==> src/hdl/lpgcd_pkg.sv <==
package lpgcd_pkg;

  // ------------------------------------------------------------
  // Command byte encodings
  // ------------------------------------------------------------
  localparam logic [4:0] CMD_STATIC_LOW = 5'h0c;
  localparam logic [4:0] CMD_STATIC_HIGH = 5'h0d;
  localparam logic [4:0] CMD_PWM_POINTER = 5'h0e;
  localparam logic [1:0] CMD_DISPLAY_POINTER = 2'h2;

  // ------------------------------------------------------------
  // Control byte select field
  // ------------------------------------------------------------
  localparam int SEL_HI = 5;
  localparam int SEL_LO = 4;
  localparam logic [1:0] SEL_COMMAND = 2'h0;
  localparam logic [1:0] SEL_RAM = 2'h1;
  localparam logic [1:0] SEL_PWM = 2'h2;

  // ------------------------------------------------------------
  // Multiplex and bias settings
  // ------------------------------------------------------------
  localparam logic [1:0] MUX_8 = 2'h0;
  localparam logic [1:0] MUX_6 = 2'h1;
  localparam logic [1:0] MUX_4 = 2'h2;
  localparam logic [1:0] BIAS_HALF = 2'h2;
  localparam logic [5:0] DP_MAX_MUX8 = 6'h27;
  localparam logic [5:0] DP_MAX_MUX6 = 6'h29;
  localparam logic [5:0] DP_MAX_MUX4 = 6'h2b;

  // ------------------------------------------------------------
  // Sizes and reset values
  // ------------------------------------------------------------
  localparam int RAM_WORDS = 44;
  localparam int PWM_CHANNELS = 6;
  localparam int GP_COUNT = 6;
  localparam int FIFO_WORDS = 8;
  localparam logic [2:0] PP_MAX = 3'h5;
  localparam logic [5:0] STATIC_RESET = 6'h00;
  localparam logic [5:0] DP_RESET = 6'h00;
  localparam logic [2:0] PP_RESET = 3'h0;
  localparam logic [6:0] PWM_RESET = 7'h00;
  localparam logic [2:0] BIT_LAST = 3'h7;

  typedef struct packed {
    logic [1:0] sel;
    logic [7:0] data;
  } lpgcd_rx_byte_type;

  typedef enum logic [1:0] {FR_IDLE, FR_CTRL, FR_DATA} lpgcd_frame_type;
  typedef enum logic {DR_READY, DR_HOLD} lpgcd_drain_type;

endpackage

==> src/hdl/lpgcd_top.sv <==
`timescale 1ns/1ps
// Overview of operation
// - Command 01100 loads static levels of outputs 2..0
// - Command 01101 loads static levels of outputs 5..3
// - Pin shows static bit only when static-configured
// - All static level bits reset to zero
// - Command 10xxxxxx loads the display RAM pointer
// - Valid display pointer range follows multiplex mode
// - Display pointer increments after each RAM write
// - Invalid display pointer discards RAM writes
// - Command 01110 loads the PWM channel pointer
// - PWM pointer above five discards PWM writes
// - Select 01 writes full byte into RAM
// - Select 10 writes 7-bit level to PWM
// - Reset disables display, sets general output levels to zero
// - Reset disables all six general outputs
// - Reset selects 1:8 multiplex with half bias
// - Reset clears display and PWM pointers
// - Reset clears all six PWM levels
// - Display RAM is never initialised by reset
// - Oscillator runs, clock pin undriven after reset
// - Reset restores configuration, keeps RAM contents

// --------------------------------------------------------------
// Byte FIFO
// --------------------------------------------------------------
module lpgcd_fifo #(
  parameter int WIDTH = 10,
  parameter int DEPTH = 8
) (
  input wire logic clock,
  input wire logic rst_n,
  input wire logic in_valid,
  output logic in_ready,
  input wire logic [WIDTH-1:0] in_data,
  output logic out_valid,
  input wire logic out_ready,
  output logic [WIDTH-1:0] out_data
);
  localparam int AW = $clog2(DEPTH);
  logic [WIDTH-1:0] mem [DEPTH];
  logic [AW:0] wr_q;
  logic [AW:0] rd_q;
  wire do_push = in_valid && in_ready;
  wire do_pop = out_valid && out_ready;
  wire ptr_same = (wr_q[AW-1:0] == rd_q[AW-1:0]);

  assign in_ready = !(ptr_same && (wr_q[AW] != rd_q[AW]));
  assign out_valid = (wr_q != rd_q);
  assign out_data = mem[rd_q[AW-1:0]];

  always_ff @(posedge clock) begin
    if (do_push) begin
      mem[wr_q[AW-1:0]] <= in_data;
    end
  end

  always_ff @(posedge clock) begin
    if (!rst_n) begin
      wr_q <= '0;
      rd_q <= '0;
    end else begin
      wr_q <= wr_q + (AW+1)'(do_push);
      rd_q <= rd_q + (AW+1)'(do_pop);
    end
  end
endmodule

// --------------------------------------------------------------
// Command decoder top
// --------------------------------------------------------------
module lpgcd_top
  import lpgcd_pkg::*;
(
  input wire logic clock,
  input wire logic rst_n,
  input wire logic link_clk_pin,
  input wire logic link_data_pin,
  input wire logic link_sel_n_pin,
  input wire logic [GP_COUNT-1:0] gpo_static_en,
  input wire logic [1:0] mux_mode_cfg,
  input wire logic display_on_req,
  input wire logic [5:0] ram_rd_addr,
  output logic [GP_COUNT-1:0] general_out_pin_q,
  output logic [GP_COUNT-1:0] general_out_oe_n_q,
  output logic [PWM_CHANNELS-1:0][6:0] pwm_level_q,
  output logic [7:0] ram_rd_data_q,
  output logic [5:0] display_ram_pointer_q,
  output logic [2:0] pwm_channel_pointer_q,
  output logic display_en_q,
  output logic [1:0] mux_mode_q,
  output logic [1:0] bias_q,
  output logic osc_run_q,
  output logic osc_clock_pin_q,
  output logic osc_clock_pin_oe_n_q,
  output logic overrun_q
);

  // ------------------------------------------------------------
  // Link pin sampling
  // ------------------------------------------------------------
  logic [2:0] clk_s_q;
  logic [2:0] dat_s_q;
  logic [2:0] sel_s_q;
  logic clk_lvl_q;
  logic sel_lvl_q;

  always_ff @(posedge clock) begin
    if (!rst_n) begin
      clk_s_q <= 3'h0;
      dat_s_q <= 3'h0;
      sel_s_q <= 3'h7;
    end else begin
      clk_s_q <= {clk_s_q[1:0], link_clk_pin};
      dat_s_q <= {dat_s_q[1:0], link_data_pin};
      sel_s_q <= {sel_s_q[1:0], link_sel_n_pin};
    end
  end

  wire clk_agree = (clk_s_q[1] == clk_s_q[2]);
  wire sel_agree = (sel_s_q[1] == sel_s_q[2]);
  wire clk_rise = clk_agree && clk_s_q[2] && !clk_lvl_q;
  wire sel_lvl_d = sel_agree ? sel_s_q[2] : sel_lvl_q;

  always_ff @(posedge clock) begin
    if (!rst_n) begin
      clk_lvl_q <= 1'b0;
      sel_lvl_q <= 1'b1;
    end else begin
      clk_lvl_q <= clk_agree ? clk_s_q[2] : clk_lvl_q;
      sel_lvl_q <= sel_lvl_d;
    end
  end

  // ------------------------------------------------------------
  // Byte assembly and framing
  // ------------------------------------------------------------
  lpgcd_frame_type frame_q;
  logic [2:0] bit_cnt_q;
  logic [6:0] shift_q;
  logic [1:0] sel_field_q;
  logic push_q;
  lpgcd_rx_byte_type push_data_q;
  logic fifo_in_ready;

  wire bit_take = !sel_lvl_q && clk_rise;
  wire byte_done = bit_take && (bit_cnt_q == BIT_LAST);
  wire [7:0] byte_now = {shift_q, dat_s_q[2]};
  wire frame_start = sel_lvl_q && !sel_lvl_d;

  always_ff @(posedge clock) begin
    if (!rst_n || sel_lvl_q) begin
      bit_cnt_q <= 3'h0;
      shift_q <= 7'h00;
    end else if (bit_take) begin
      bit_cnt_q <= bit_cnt_q + 3'h1;
      shift_q <= byte_now[6:0];
    end
  end

  always_ff @(posedge clock) begin
    if (!rst_n) begin
      frame_q <= FR_IDLE;
      sel_field_q <= SEL_COMMAND;
    end else begin
      unique case (frame_q)
        FR_IDLE: begin
          if (frame_start) begin
            frame_q <= FR_CTRL;
          end
        end
        FR_CTRL: begin
          if (sel_lvl_q) begin
            frame_q <= FR_IDLE;
          end else if (byte_done) begin
            sel_field_q <= byte_now[SEL_HI:SEL_LO];
            frame_q <= FR_DATA;
          end
        end
        FR_DATA: begin
          if (sel_lvl_q) begin
            frame_q <= FR_IDLE;
          end
        end
      endcase
    end
  end

  wire push_d = byte_done && (frame_q == FR_DATA);

  always_ff @(posedge clock) begin
    if (!rst_n) begin
      push_q <= 1'b0;
      push_data_q <= '0;
    end else begin
      push_q <= push_d;
      push_data_q <= push_d ? lpgcd_rx_byte_type'{sel: sel_field_q, data: byte_now} : push_data_q;
    end
  end

  // Byte lost when FIFO is full; the set takes priority over the clear
  wire overrun_set = push_q && !fifo_in_ready;

  always_ff @(posedge clock) begin
    if (!rst_n) begin
      overrun_q <= 1'b0;
    end else begin
      overrun_q <= overrun_set || (overrun_q && !frame_start);
    end
  end

  // ------------------------------------------------------------
  // Byte FIFO and drain pacing
  // ------------------------------------------------------------
  logic fifo_out_valid;
  lpgcd_rx_byte_type fifo_out;
  lpgcd_drain_type drain_q;

  wire drain_ready = (drain_q == DR_READY);
  wire pop = fifo_out_valid && drain_ready;

  lpgcd_fifo #(
    .WIDTH($bits(lpgcd_rx_byte_type)),
    .DEPTH(FIFO_WORDS)
  ) u_fifo (
    .clock(clock),
    .rst_n(rst_n),
    .in_valid(push_q),
    .in_ready(fifo_in_ready),
    .in_data(push_data_q),
    .out_valid(fifo_out_valid),
    .out_ready(drain_ready),
    .out_data(fifo_out)
  );

  // One byte every two cycles leaves a spare cycle after each write
  always_ff @(posedge clock) begin
    if (!rst_n) begin
      drain_q <= DR_READY;
    end else begin
      unique case (drain_q)
        DR_READY: drain_q <= pop ? DR_HOLD : DR_READY;
        DR_HOLD: drain_q <= DR_READY;
      endcase
    end
  end

  // ------------------------------------------------------------
  // Command decode
  // ------------------------------------------------------------
  logic [GP_COUNT-1:0] static_q;
  logic dp_valid_q;
  logic pp_valid_q;

  wire [7:0] d = fifo_out.data;
  wire is_cmd = pop && (fifo_out.sel == SEL_COMMAND);
  wire cmd_static_lo = is_cmd && (d[7:3] == CMD_STATIC_LOW);
  wire cmd_static_hi = is_cmd && (d[7:3] == CMD_STATIC_HIGH);
  wire cmd_pp_load = is_cmd && (d[7:3] == CMD_PWM_POINTER);
  wire cmd_dp_load = is_cmd && (d[7:6] == CMD_DISPLAY_POINTER);
  wire [5:0] dp_max = (mux_mode_q == MUX_4) ? DP_MAX_MUX4 :
                      (mux_mode_q == MUX_6) ? DP_MAX_MUX6 : DP_MAX_MUX8;
  wire ram_we = pop && (fifo_out.sel == SEL_RAM) && dp_valid_q;
  wire pwm_we = pop && (fifo_out.sel == SEL_PWM) && !d[7] && pp_valid_q;
  wire [5:0] dp_next = display_ram_pointer_q + 6'h01;
  wire [2:0] pp_next = pwm_channel_pointer_q + 3'h1;

  always_ff @(posedge clock) begin
    if (!rst_n) begin
      static_q <= STATIC_RESET;
    end else if (cmd_static_lo) begin
      static_q[2:0] <= d[2:0];
    end else if (cmd_static_hi) begin
      static_q[5:3] <= d[2:0];
    end
  end

  always_ff @(posedge clock) begin
    if (!rst_n) begin
      display_ram_pointer_q <= DP_RESET;
      dp_valid_q <= 1'b1;
    end else if (cmd_dp_load) begin
      display_ram_pointer_q <= d[5:0];
      dp_valid_q <= (d[5:0] <= dp_max);
    end else if (ram_we) begin
      display_ram_pointer_q <= dp_next;
      dp_valid_q <= (dp_next <= dp_max);
    end
  end

  always_ff @(posedge clock) begin
    if (!rst_n) begin
      pwm_channel_pointer_q <= PP_RESET;
      pp_valid_q <= 1'b1;
    end else if (cmd_pp_load) begin
      pwm_channel_pointer_q <= d[2:0];
      pp_valid_q <= (d[2:0] <= PP_MAX);
    end else if (pwm_we) begin
      pwm_channel_pointer_q <= pp_next;
      pp_valid_q <= (pp_next <= PP_MAX);
    end
  end

  always_ff @(posedge clock) begin
    if (!rst_n) begin
      pwm_level_q <= {PWM_CHANNELS{PWM_RESET}};
    end else if (pwm_we) begin
      pwm_level_q[pwm_channel_pointer_q] <= d[6:0];
    end
  end

  // ------------------------------------------------------------
  // Display RAM, left untouched by reset
  // ------------------------------------------------------------
  logic [7:0] ram [RAM_WORDS];

  always_ff @(posedge clock) begin
    if (ram_we) begin
      ram[display_ram_pointer_q] <= d;
    end
    ram_rd_data_q <= ram[ram_rd_addr];
  end

  // ------------------------------------------------------------
  // Configuration and pin outputs
  // ------------------------------------------------------------
  always_ff @(posedge clock) begin
    if (!rst_n) begin
      general_out_pin_q <= '0;
      general_out_oe_n_q <= '1;
      display_en_q <= 1'b0;
      mux_mode_q <= MUX_8;
      bias_q <= BIAS_HALF;
      osc_run_q <= 1'b1;
      osc_clock_pin_q <= 1'b0;
      osc_clock_pin_oe_n_q <= 1'b1;
    end else begin
      general_out_pin_q <= static_q & gpo_static_en;
      general_out_oe_n_q <= ~gpo_static_en;
      display_en_q <= display_on_req;
      mux_mode_q <= mux_mode_cfg;
      bias_q <= bias_q;
      osc_run_q <= 1'b1;
      osc_clock_pin_q <= 1'b0;
      osc_clock_pin_oe_n_q <= 1'b1;
    end
  end

  // ------------------------------------------------------------
  // Assertions
  // ------------------------------------------------------------
  AST_STATIC_LOW: assert property (@(posedge clock) disable iff (!rst_n)
    cmd_static_lo |=> static_q[2:0] == $past(d[2:0]))
    else $error("Low static levels not loaded");
  AST_STATIC_HIGH: assert property (@(posedge clock) disable iff (!rst_n)
    cmd_static_hi |=> static_q[5:3] == $past(d[2:0]) && static_q[2:0] == $past(static_q[2:0]))
    else $error("High static levels not loaded");
  AST_PIN_LEVEL: assert property (@(posedge clock) disable iff (!rst_n)
    ##1 $past(gpo_static_en[0]) |-> !general_out_oe_n_q[0] && general_out_pin_q[0] == $past(static_q[0]))
    else $error("Static pin does not show its level");
  AST_RESET_CLEAR: assert property (@(posedge clock)
    !rst_n |=> static_q == STATIC_RESET && general_out_oe_n_q == '1 && pwm_level_q == '0)
    else $error("Reset values wrong");
  AST_DP_LOAD: assert property (@(posedge clock) disable iff (!rst_n)
    cmd_dp_load |=> display_ram_pointer_q == $past(d[5:0]))
    else $error("Display pointer not loaded");
  AST_DP_RANGE: assert property (@(posedge clock) disable iff (!rst_n)
    ram_we |-> display_ram_pointer_q <= dp_max)
    else $error("RAM write outside valid range");
  AST_DP_INC: assert property (@(posedge clock) disable iff (!rst_n)
    ram_we |=> display_ram_pointer_q == $past(display_ram_pointer_q) + 6'h01)
    else $error("Display pointer not incremented");
  AST_DP_BLOCK: assert property (@(posedge clock) disable iff (!rst_n)
    cmd_dp_load && d[5:0] > dp_max |=> !dp_valid_q ##1 !ram_we)
    else $error("RAM write after invalid pointer");
  AST_PP_LOAD: assert property (@(posedge clock) disable iff (!rst_n)
    cmd_pp_load |=> pwm_channel_pointer_q == $past(d[2:0]))
    else $error("PWM pointer not loaded");
  AST_PP_BLOCK: assert property (@(posedge clock) disable iff (!rst_n)
    pwm_we |-> pwm_channel_pointer_q <= PP_MAX)
    else $error("PWM write with invalid pointer");
  AST_PWM_WRITE: assert property (@(posedge clock) disable iff (!rst_n)
    pwm_we |=> pwm_level_q[$past(pwm_channel_pointer_q)] == $past(d[6:0])
      && pwm_channel_pointer_q == $past(pp_next))
    else $error("PWM level not stored");
  AST_RESET_CONFIG: assert property (@(posedge clock)
    !rst_n |=> mux_mode_q == MUX_8 && bias_q == BIAS_HALF && !display_en_q
      && display_ram_pointer_q == DP_RESET && pwm_channel_pointer_q == PP_RESET)
    else $error("Reset configuration wrong");
  AST_OSC_PIN: assert property (@(posedge clock)
    !rst_n |=> osc_run_q && osc_clock_pin_oe_n_q)
    else $error("Oscillator pin driven after reset");

endmodule

==> config.mk <==
export PLATFORM = sky130hd
export DESIGN_NAME = lpgcd_top
export DESIGN_NICKNAME = d
export VERILOG_FILES = /design/src/hdl/lpgcd_pkg.sv /design/src/hdl/lpgcd_top.sv
export SDC_FILE = /design/constraint.sdc
export NUM_CORES = 1
export LEC_CHECK = 0
export BUFFER_PORTS_ARGS = -buffer_cell sky130_fd_sc_hd__clkbuf_2
export CAP_MARGIN = 20
export CORE_MARGIN = 4
export CORE_UTILIZATION = 61
export CTS_CLUSTER_DIAMETER = 40
export DETAILED_ROUTE_END_ITERATION = 12
export PLACE_DENSITY = 0.87
export SETUP_SLACK_MARGIN = 0.1
export SYNTH_ARGS = -nofsm -noshare
export SYNTH_HDL_FRONTEND = slang
export SYNTH_SLANG_ARGS = --single-unit
==> constraint.sdc <==
create_clock -name clock -period 3.55 [get_ports clock]
set_clock_uncertainty 0.05 [all_clocks]
set_input_delay 0.71 -clock clock [delete_from_list [all_inputs] [get_ports clock]]
set_output_delay 0.71 -clock clock [all_outputs]
set_load 0.03 [all_outputs]
==> metrics.md, run 1 <==
| Metric | Value |
|---|---|
| Dpl hpwl | `30200 um` |
| Compound-Gate Fraction of Synth Area | `2.41%` |
| Most used DFF post-synth | `edfxtp_1` |
| Crit path DAT | `3490 ps` |
| Total power draw | `13.2 mW` |
| Rel. slew slack | `41.7%` |
| Share of cells above drive strength 1 | `28.0%` |
| Slowest CP cell | `or4b_4` |
| Buffers on Ports | `94` |
| Mux cell area share after synthesis | `16.3%` |
| Status | `completed` |
| Yosys top cell area share | `~60%` |
| Number of DRC markers in iteration 0 | `1438` |
| Final ANT Viol Nets | `0` |
| Instance area at placement | `between 20000 and 25000 um^2` |
| Worst skew pair latency | `580 ps` |
| Reg2reg path depth | `7` |
| Cts hold-fix bufs | `0` |
| First-pass GRT wire length | `roughly 78000 um` |
| Inst Count DP | `1813` |
| Max clock buf depth | `3` |
| Sw Ratio | `roughly a fifth` |
| Flop2flop setup slack | `220 ps` |
| Fin util | `70.5%` |
| Power share of the clock group | `between 40 and 50%` |
| Global Route Usage Sum | `between 20 and 30%` |
| RR Endpoint | `ram[21][4]` |
| DP Worst Slack | `232 ps` |
| Number of global-route vias before repair | `roughly 12000` |
| Setup Crit Path Kind | `flop to flop` |
| Final hold slack | `232 ps` |
| Switch Pwr | `around 2.7 mW` |
| Final-layout fill cell count | `2026` |
| Die footprint | `38900 um^2` |
| I/O Pins | `100` |
| VDD IR max | `0.551 mV` |
| Final WS setup | `between 200 and 250 ps` |
| R2R Path Start | `u_fifo.rd_q[0]` |
| Fmax | `0.301 GHz` |
| CP Cell Sequence | `buf_4 > mux2i_1 > a22oi_1 > nand3_1 > or2_1 > or4b_4 > nor2_2` |
| HP Class | `input pin to flop` |
| Cells after synthesis | `~1300` |
| Htree depth | `2` |
| CP max stage delay | `between 600 and 700 ps` |
| Area occupied by multi-input gates | `5930 um^2` |
| ANT cells | `0` |
| Combinational power share | `about 3.2%` |
| Leak | `~8.7 nW` |
| Wire per inst | `~27 um` |
| Worst setup SP type | `flop` |
| Reg clk slew, reported paths | `roughly 60 ps` |
| Final Non-Filler Cells | `~1900` |
| XOR/XNOR Fraction of Synth Area | `0.761%` |
| Final TNS setup | `0 ps` |
| RSZ-0062 raised after global routing | `yes` |
| Critical path origin | `u_fifo.rd_q[0]` |
| Largest net degree at the start of global routing | `98` |
| Area leader, netlist | `edfxtp_1` |
| Crit. End Element | `flop` |
| Fin area | `25000 um^2` |
| Die Y | `197 um` |
| Fin. max-slew vios | `0` |
| P&R area growth vs syn | `14.4%` |
| Final setup fails | `0` |
| Final Cycle Share | `93.7%` |
| Clk Tree Root Cell | `clkbuf_16` |
| Critical Path End | `ram[21][4]` |
| Async SR Flop Fraction | `0%` |
| Int Pwr | `about 10 mW` |
| First-pass iteration count of the detailed router | `5` |
| Drc violations | `0` |
| Starting Density | `around 62%` |
| Power Dens Cells | `530 nW/um^2` |
| Worst Tran Pin Value | `approximately 870 ps` |
| Overflow after GRT | `0` |
| Flop pwr share | `around 53%` |
| Final RePlAce weighted congestion | `0.840` |
| Post-synth EDFFs | `between 400 and 500` |
| Post-synthesis simple-gate area fraction | `about 6.4%` |
| Initial antenna violation count | `1` |
| Final Hold Viols | `0` |
| CTS tree | `built` |
| CP Max Fanout | `15` |
| Die W | `197 um` |
| Final wirelength | `~52000 um` |
| Synth top area cells | `edfxtp_1 59%, mux4_2 13%, dfxtp_1 12%` |
| Row count | `69` |
| FF+latch count, synth | `560` |
| Synth Warn # | `0` |
| Layout Nets | `~1400` |
| Vias | `about 12000` |
| Mean Syn Cell Area | `between 15 and 20 um^2` |
| Post-route minimum period | `between 3000 and 4000 ps` |
| Cell variety after synth | `60` |
| Seq/Total Area, Yosys | `71.1%` |
| Max-cap check violation count | `0` |
| Core box area | `35500 um^2` |
| Critical path data required time | `~3700 ps` |
| Seq. cell area | `15500 um^2` |
| TritonCTS Buffers | `between 50 and 60` |
| Largest family of logic cells by synthesized area | `multiplexers` |
| Clock sinks | `560` |
| Via-per-instance ratio | `roughly 6.4` |
| Post-Syn Area | `around 22000 um^2` |
| Adder-cell share of the synthesized area | `around 1.1%` |
[state kept, by name (all words and copies together) (netlist names), 6 cells and up]
| name | count |
|---|---|
| push_data_q | 10 |
| general_out_pin_q | 6 |
| ram_rd_data_q | 8 |
| shift_q | 7 |
| u_fifo.mem | 80 |
| static_q | 6 |
| pwm_level_q | 42 |
| general_out_oe_n_q | 6 |
| display_ram_pointer_q | 6 |
| ram | 352 |
[cell usage in the layout (no fill, tap or decap), types with 10 or more instances in the layout]
| master | netlist | final |
|---|---|---|
| nand3_1 | 19 | 19 |
| dfxtp_1 | 128 | 128 |
| o21ai_0 | 36 | 36 |
| ha_1 | 19 | 19 |
| mux4_2 | 122 | 122 |
| edfxtp_1 | 432 | 432 |
| nor2b_1 | 28 | 28 |
| buf_4 | 5 | 76 |
| nor2_1 | 65 | 64 |
| a21boi_0 | 13 | 13 |
| and2_1 | 21 | 21 |
| nand2_1 | 88 | 88 |
| mux2i_1 | 74 | 73 |
| clkbuf_2 | 0 | 91 |
| inv_1 | 13 | 13 |
| clkbuf_1 | 47 | 11 |
| xor2_1 | 10 | 10 |
| clkbuf_16 | 0 | 59 |
[critical path, delay by kind of cell (launching register included)]
| kind | cells | cell delay, ps |
|---|---|---|
| AO/OA/AOI/OAI | 1 | 450 |
| buffers and inverters | 1 | 320 |
| flip-flops | 1 | 410 |
| multiplexers | 1 | 140 |
| AND/OR/NAND/NOR | 4 | 1580 |
[layout make-up]
type | count | area share, %
multi-input cells | 609 | 23.7
inverters | 14 | 0.210
flip-flops and latches | 560 | 62.1
clock buffers | 76 | 6.40
repair buffers | 170 | 4.31
clock inverters | 27 | 0.940
well taps | 461 | 2.31
[metal layers]
layer / global-route usage, % / vias up / part of all wire, % / wire (um)
met5: 0 / - / 0.025 / 13
met4: 9.55 / 2 / 4.0 / 2090
met3: 6.43 / 158 / 9.8 / 5100
met2: 43.7 / 788 / 50 / 26100
met1: 35.9 / 6244 / 36 / 18800
li1: - / 5147 / - / -
[what timing repair did]
item | in CTS | in global routing
setup endpoints to repair | 0 | 164
buffers inserted | 0 | 1
gates resized for setup | 0 | 2
[power groups by stage]
stage / clock, mW / sequential (mW) / combinational, mW
floorplan: 0 / 7.16 / 0.260
global placement: 0 / 7.13 / 0.396
detailed placement: 0 / 7.13 / 0.408
CTS: 5.85 / 6.99 / 0.420
global route: 6.17 / 6.99 / 0.443
finish: 5.84 / 6.99 / 0.420
[cell families (layout without fill, tap and decap cells)]
kind of cell               Yosys count  after routing
other                                2              5
muxes                              203            203
AOI/OAI and AO/OA                   83             83
buffers and inverters               91            287
xor gates and xnor gates            19             19
and+or+nand+nor                    280            280
adders and majority gates           19             19
DFF                                560            560
[Yosys cell counts, types with 3 or more instances]
library cell,instances
a21boi_0,13
a21oi_1,9
and2_1,21
and3_1,9
buf_1,14
buf_2,6
buf_4,5
buf_6,3
clkbuf_1,47
dfxtp_1,128
edfxtp_1,432
ha_1,19
inv_1,13
mux2_2,7
mux2i_1,74
mux4_2,122
nand2_1,88
nand2b_1,9
nand3_1,19
nand3b_1,5
nand4_1,5
nand4b_1,3
nor2_1,65
nor2_2,8
nor2b_1,28
nor3_1,5
o21a_1,4
o21ai_0,36
xnor2_1,9
xor2_1,10
[worst min-delay path by stage]
stage	start	to	slack, ps	cells after the start
global placement	sel_s_q[0]	sel_s_q[1]	340	1
CTS	gpo_static_en[1]	general_out_oe_n_q[1]	230	2
floorplan	sel_s_q[0]	sel_s_q[1]	340	1
global route	gpo_static_en[1]	general_out_oe_n_q[1]	230	2
finish	gpo_static_en[1]	general_out_oe_n_q[1]	230	2
detailed placement	sel_s_q[0]	sel_s_q[1]	370	1
Note: power is estimated with default switching activity, not from simulation.
==> run 2, diff against run 1 <==
--- a/config.mk
+++ b/config.mk
@@ -11,6 +11,7 @@
 export CORE_UTILIZATION = 61
 export CTS_CLUSTER_DIAMETER = 40
 export DETAILED_ROUTE_END_ITERATION = 12
+export MAX_ROUTING_LAYER = met4
 export PLACE_DENSITY = 0.87
 export SETUP_SLACK_MARGIN = 0.1
 export SYNTH_ARGS = -nofsm -noshare
==> run 2 against run 1 <==
Hold slack better by 3.8 ps. Utilization about the same. Fmax up 0.22%. Critical path depth did not move. First-iteration DRC count up 2.2%.
==> metrics.md, run 2 (synthesized netlist as in run 1, its figures left out) <==
| Metric | Value |
|---|---|
| Worst skew pair latency | `580 ps (about the same)` |
| Max FFs per register | `352 (unchanged)` |
| Max-cap check violation count | `0 (unchanged)` |
| I/O Pins | `100 (unchanged)` |
| Final wirelength | `51800 um (-0.46%)` |
| Crit. End Element | `flop` |
| Largest net degree at the start of global routing | `98 (unchanged)` |
| CTS tree | `built` |
| Worst setup SP type | `flop` |
| Combinational power share | `3.2% (about the same)` |
| Fin area | `25000 um^2 (about the same)` |
| Fin. max-slew vios | `0 (unchanged)` |
| Sw Ratio | `20.7% (-0.083 points)` |
| TritonCTS Buffers | `55 (unchanged)` |
| Critical path origin | `u_fifo.rd_q[0]` |
| Max clock buf depth | `3 (unchanged)` |
| Cts hold-fix bufs | `0 (unchanged)` |
| Dpl hpwl | `30200 um (unchanged)` |
| Final RePlAce weighted congestion | `0.853 (+1.5%)` |
| Critical path data required time | `3710 ps (about the same)` |
| Share of cells above drive strength 1 | `28.0% (unchanged)` |
| Instance area at placement | `23200 um^2 (unchanged)` |
| Final-layout fill cell count | `2026 (unchanged)` |
| Clock sinks | `560 (unchanged)` |
| HP Class | `input pin to flop` |
| Number of global-route vias before repair | `12400 (-0.19%)` |
| Power Dens Cells | `529 nW/um^2 (-0.11%)` |
| Starting Density | `61.6% (unchanged)` |
| Top reg by flops | `ram` |
| Power share of the clock group | `44.0% (about the same)` |
| Crit path DAT | `3480 ps (about the same)` |
| CP Max Fanout | `15 (unchanged)` |
| Via-per-instance ratio | `6.42 (-0.22%)` |
| Wire per inst | `27.0 um (-0.51%)` |
| Switch Pwr | `2.73 mW (-0.50%)` |
| Final ANT Viol Nets | `0 (unchanged)` |
| Clk Tree Root Cell | `clkbuf_16` |
| VDD IR max | `0.542 mV (-1.6%)` |
| Area occupied by multi-input gates | `5930 um^2 (unchanged)` |
| Global Route Usage Sum | `27.6% (+0.79 points)` |
| Leak | `8.73 nW (unchanged)` |
| Vias | `12300 (-0.17%)` |
| First-pass GRT wire length | `78200 um (-0.26%)` |
| Layout Nets | `1449 (unchanged)` |
| Die Y | `197 um (unchanged)` |
| Die W | `197 um (unchanged)` |
| RSZ-0062 raised after global routing | `yes` |
| R2R Path Start | `u_fifo.rd_q[0]` |
| Setup Crit Path Kind | `flop to flop` |
| Reg clk slew, reported paths | `60 ps (about the same)` |
| Fmax | `0.301 GHz (+0.22%)` |
| Final TNS setup | `0 ps (unchanged)` |
| Total power draw | `13.2 mW (-0.10%)` |
| P&R area growth vs syn | `14.4% (about the same)` |
| Leading cell type in the layout, fill and taps excluded | `edfxtp_1` |
| Final Hold Viols | `0 (unchanged)` |
| Htree depth | `2 (unchanged)` |
| Number of DRC markers in iteration 0 | `1470 (+2.2%)` |
| Initial antenna violation count | `1 (unchanged)` |
| Int Pwr | `10.5 mW (unchanged)` |
| Buffers on Ports | `94 (unchanged)` |
| Worst min-delay path startpoint | `gpo_static_en[1]` |
| Final Cycle Share | `93.5% (-0.20 points)` |
| Post-route minimum period | `3320 ps (-7.17 ps)` |
| Rel. slew slack | `40.2% (-1.6 points)` |
| First-pass iteration count of the detailed router | `6 (+1)` |
| Overflow after GRT | `0 (unchanged)` |
| Row count | `69 (unchanged)` |
| Status | `completed` |
| Flop pwr share | `52.8% (about the same)` |
| Seq. cell area | `15500 um^2 (unchanged)` |
| Core box area | `35500 um^2 (unchanged)` |
| Final setup fails | `0 (unchanged)` |
| Most frequent cells in the layout | `432 x edfxtp_1, 128 x dfxtp_1, 122 x mux4_2` |
| Drc violations | `0 (unchanged)` |
| Die footprint | `38900 um^2 (unchanged)` |
| Worst Tran Pin Value | `894 ps (+23.3 ps)` |
-- run 2: cell count changes in the layout (fill, tap and decap cells not counted) --
cell     before  now
diode_2       0    1
-- run 2: area by class of cell --
| cell class | instances | share of cell area [%] |
|---|---|---|
| flip-flops and latches | 560 | 62.1 |
| multi-input cells | 609 | 23.7 |
| clock buffers | 76 | 6.40 |
| repair buffers | 170 | 4.31 |
| well taps | 461 | 2.31 |
| clock inverters | 27 | 0.940 |
| inverters | 14 | 0.210 |
| diodes | 1 | 0.0100 |
-- run 2: final timing paths --
| kind | to | slack (ps) | cells after the start |
|---|---|---|---|
| hold reg to reg | sel_s_q[1] | 380 | 1 |
| setup / recovery | ram[21][0] | 230 | 7 |
| setup reg to reg | ram[21][0] | 230 | 7 |
| hold / removal | general_out_oe_n_q[1] | 240 | 2 |
-- run 2: what timing repair did --
action	in CTS	in global routing
endpoints found under the setup margin	0	171
gates resized for setup	0	2
buffers inserted	0	1
hold endpoints to repair	0	0
-- run 2: power groups by stage --
| stage | logic [mW] | registers, mW | clock network [mW] |
|---|---|---|---|
| floorplan | 0.260 | 7.16 | 0 |
| global placement | 0.396 | 7.13 | 0 |
| detailed placement | 0.408 | 7.13 | 0 |
| CTS | 0.420 | 6.99 | 5.85 |
| global route | 0.443 | 6.99 | 6.17 |
| finish | 0.420 | 6.99 | 5.82 |
-- run 2: layer usage --
metal	vias to the layer above	share of wire [%]	track usage, %	routed length [um]
li1	5152	-	-	-
met1	6187	36	35.6	18400
met5	-	0	-	0
met2	823	50	44.1	26100
met4	0	3.9	9.37	2040
met3	156	10	6.19	5230
-- run 2: through the flow --
step | util [%] | hold slack, ps | worst slack (ps) | instances
2_1_floorplan | - | 336 | 281 | 1260
3_3_place_gp | 65.3 | 342 | 379 | 1813
3_5_place_dp | 65.3 | 373 | 232 | 1813
4_1_cts | 70.5 | 228 | 176 | 1916
5_1_grt | 70.5 | 227 | 81.4 | 1918
6_report | 70.5 | 235 | 230 | 1918
-- run 2: critical path: stages (launching register included) --
cell	delay [ps]
dfxtp_1	410
buf_4	320
mux2i_1	140
a22oi_1	450
nand3_1	160
or2_1	300
or4b_4	660
nor2_2	440
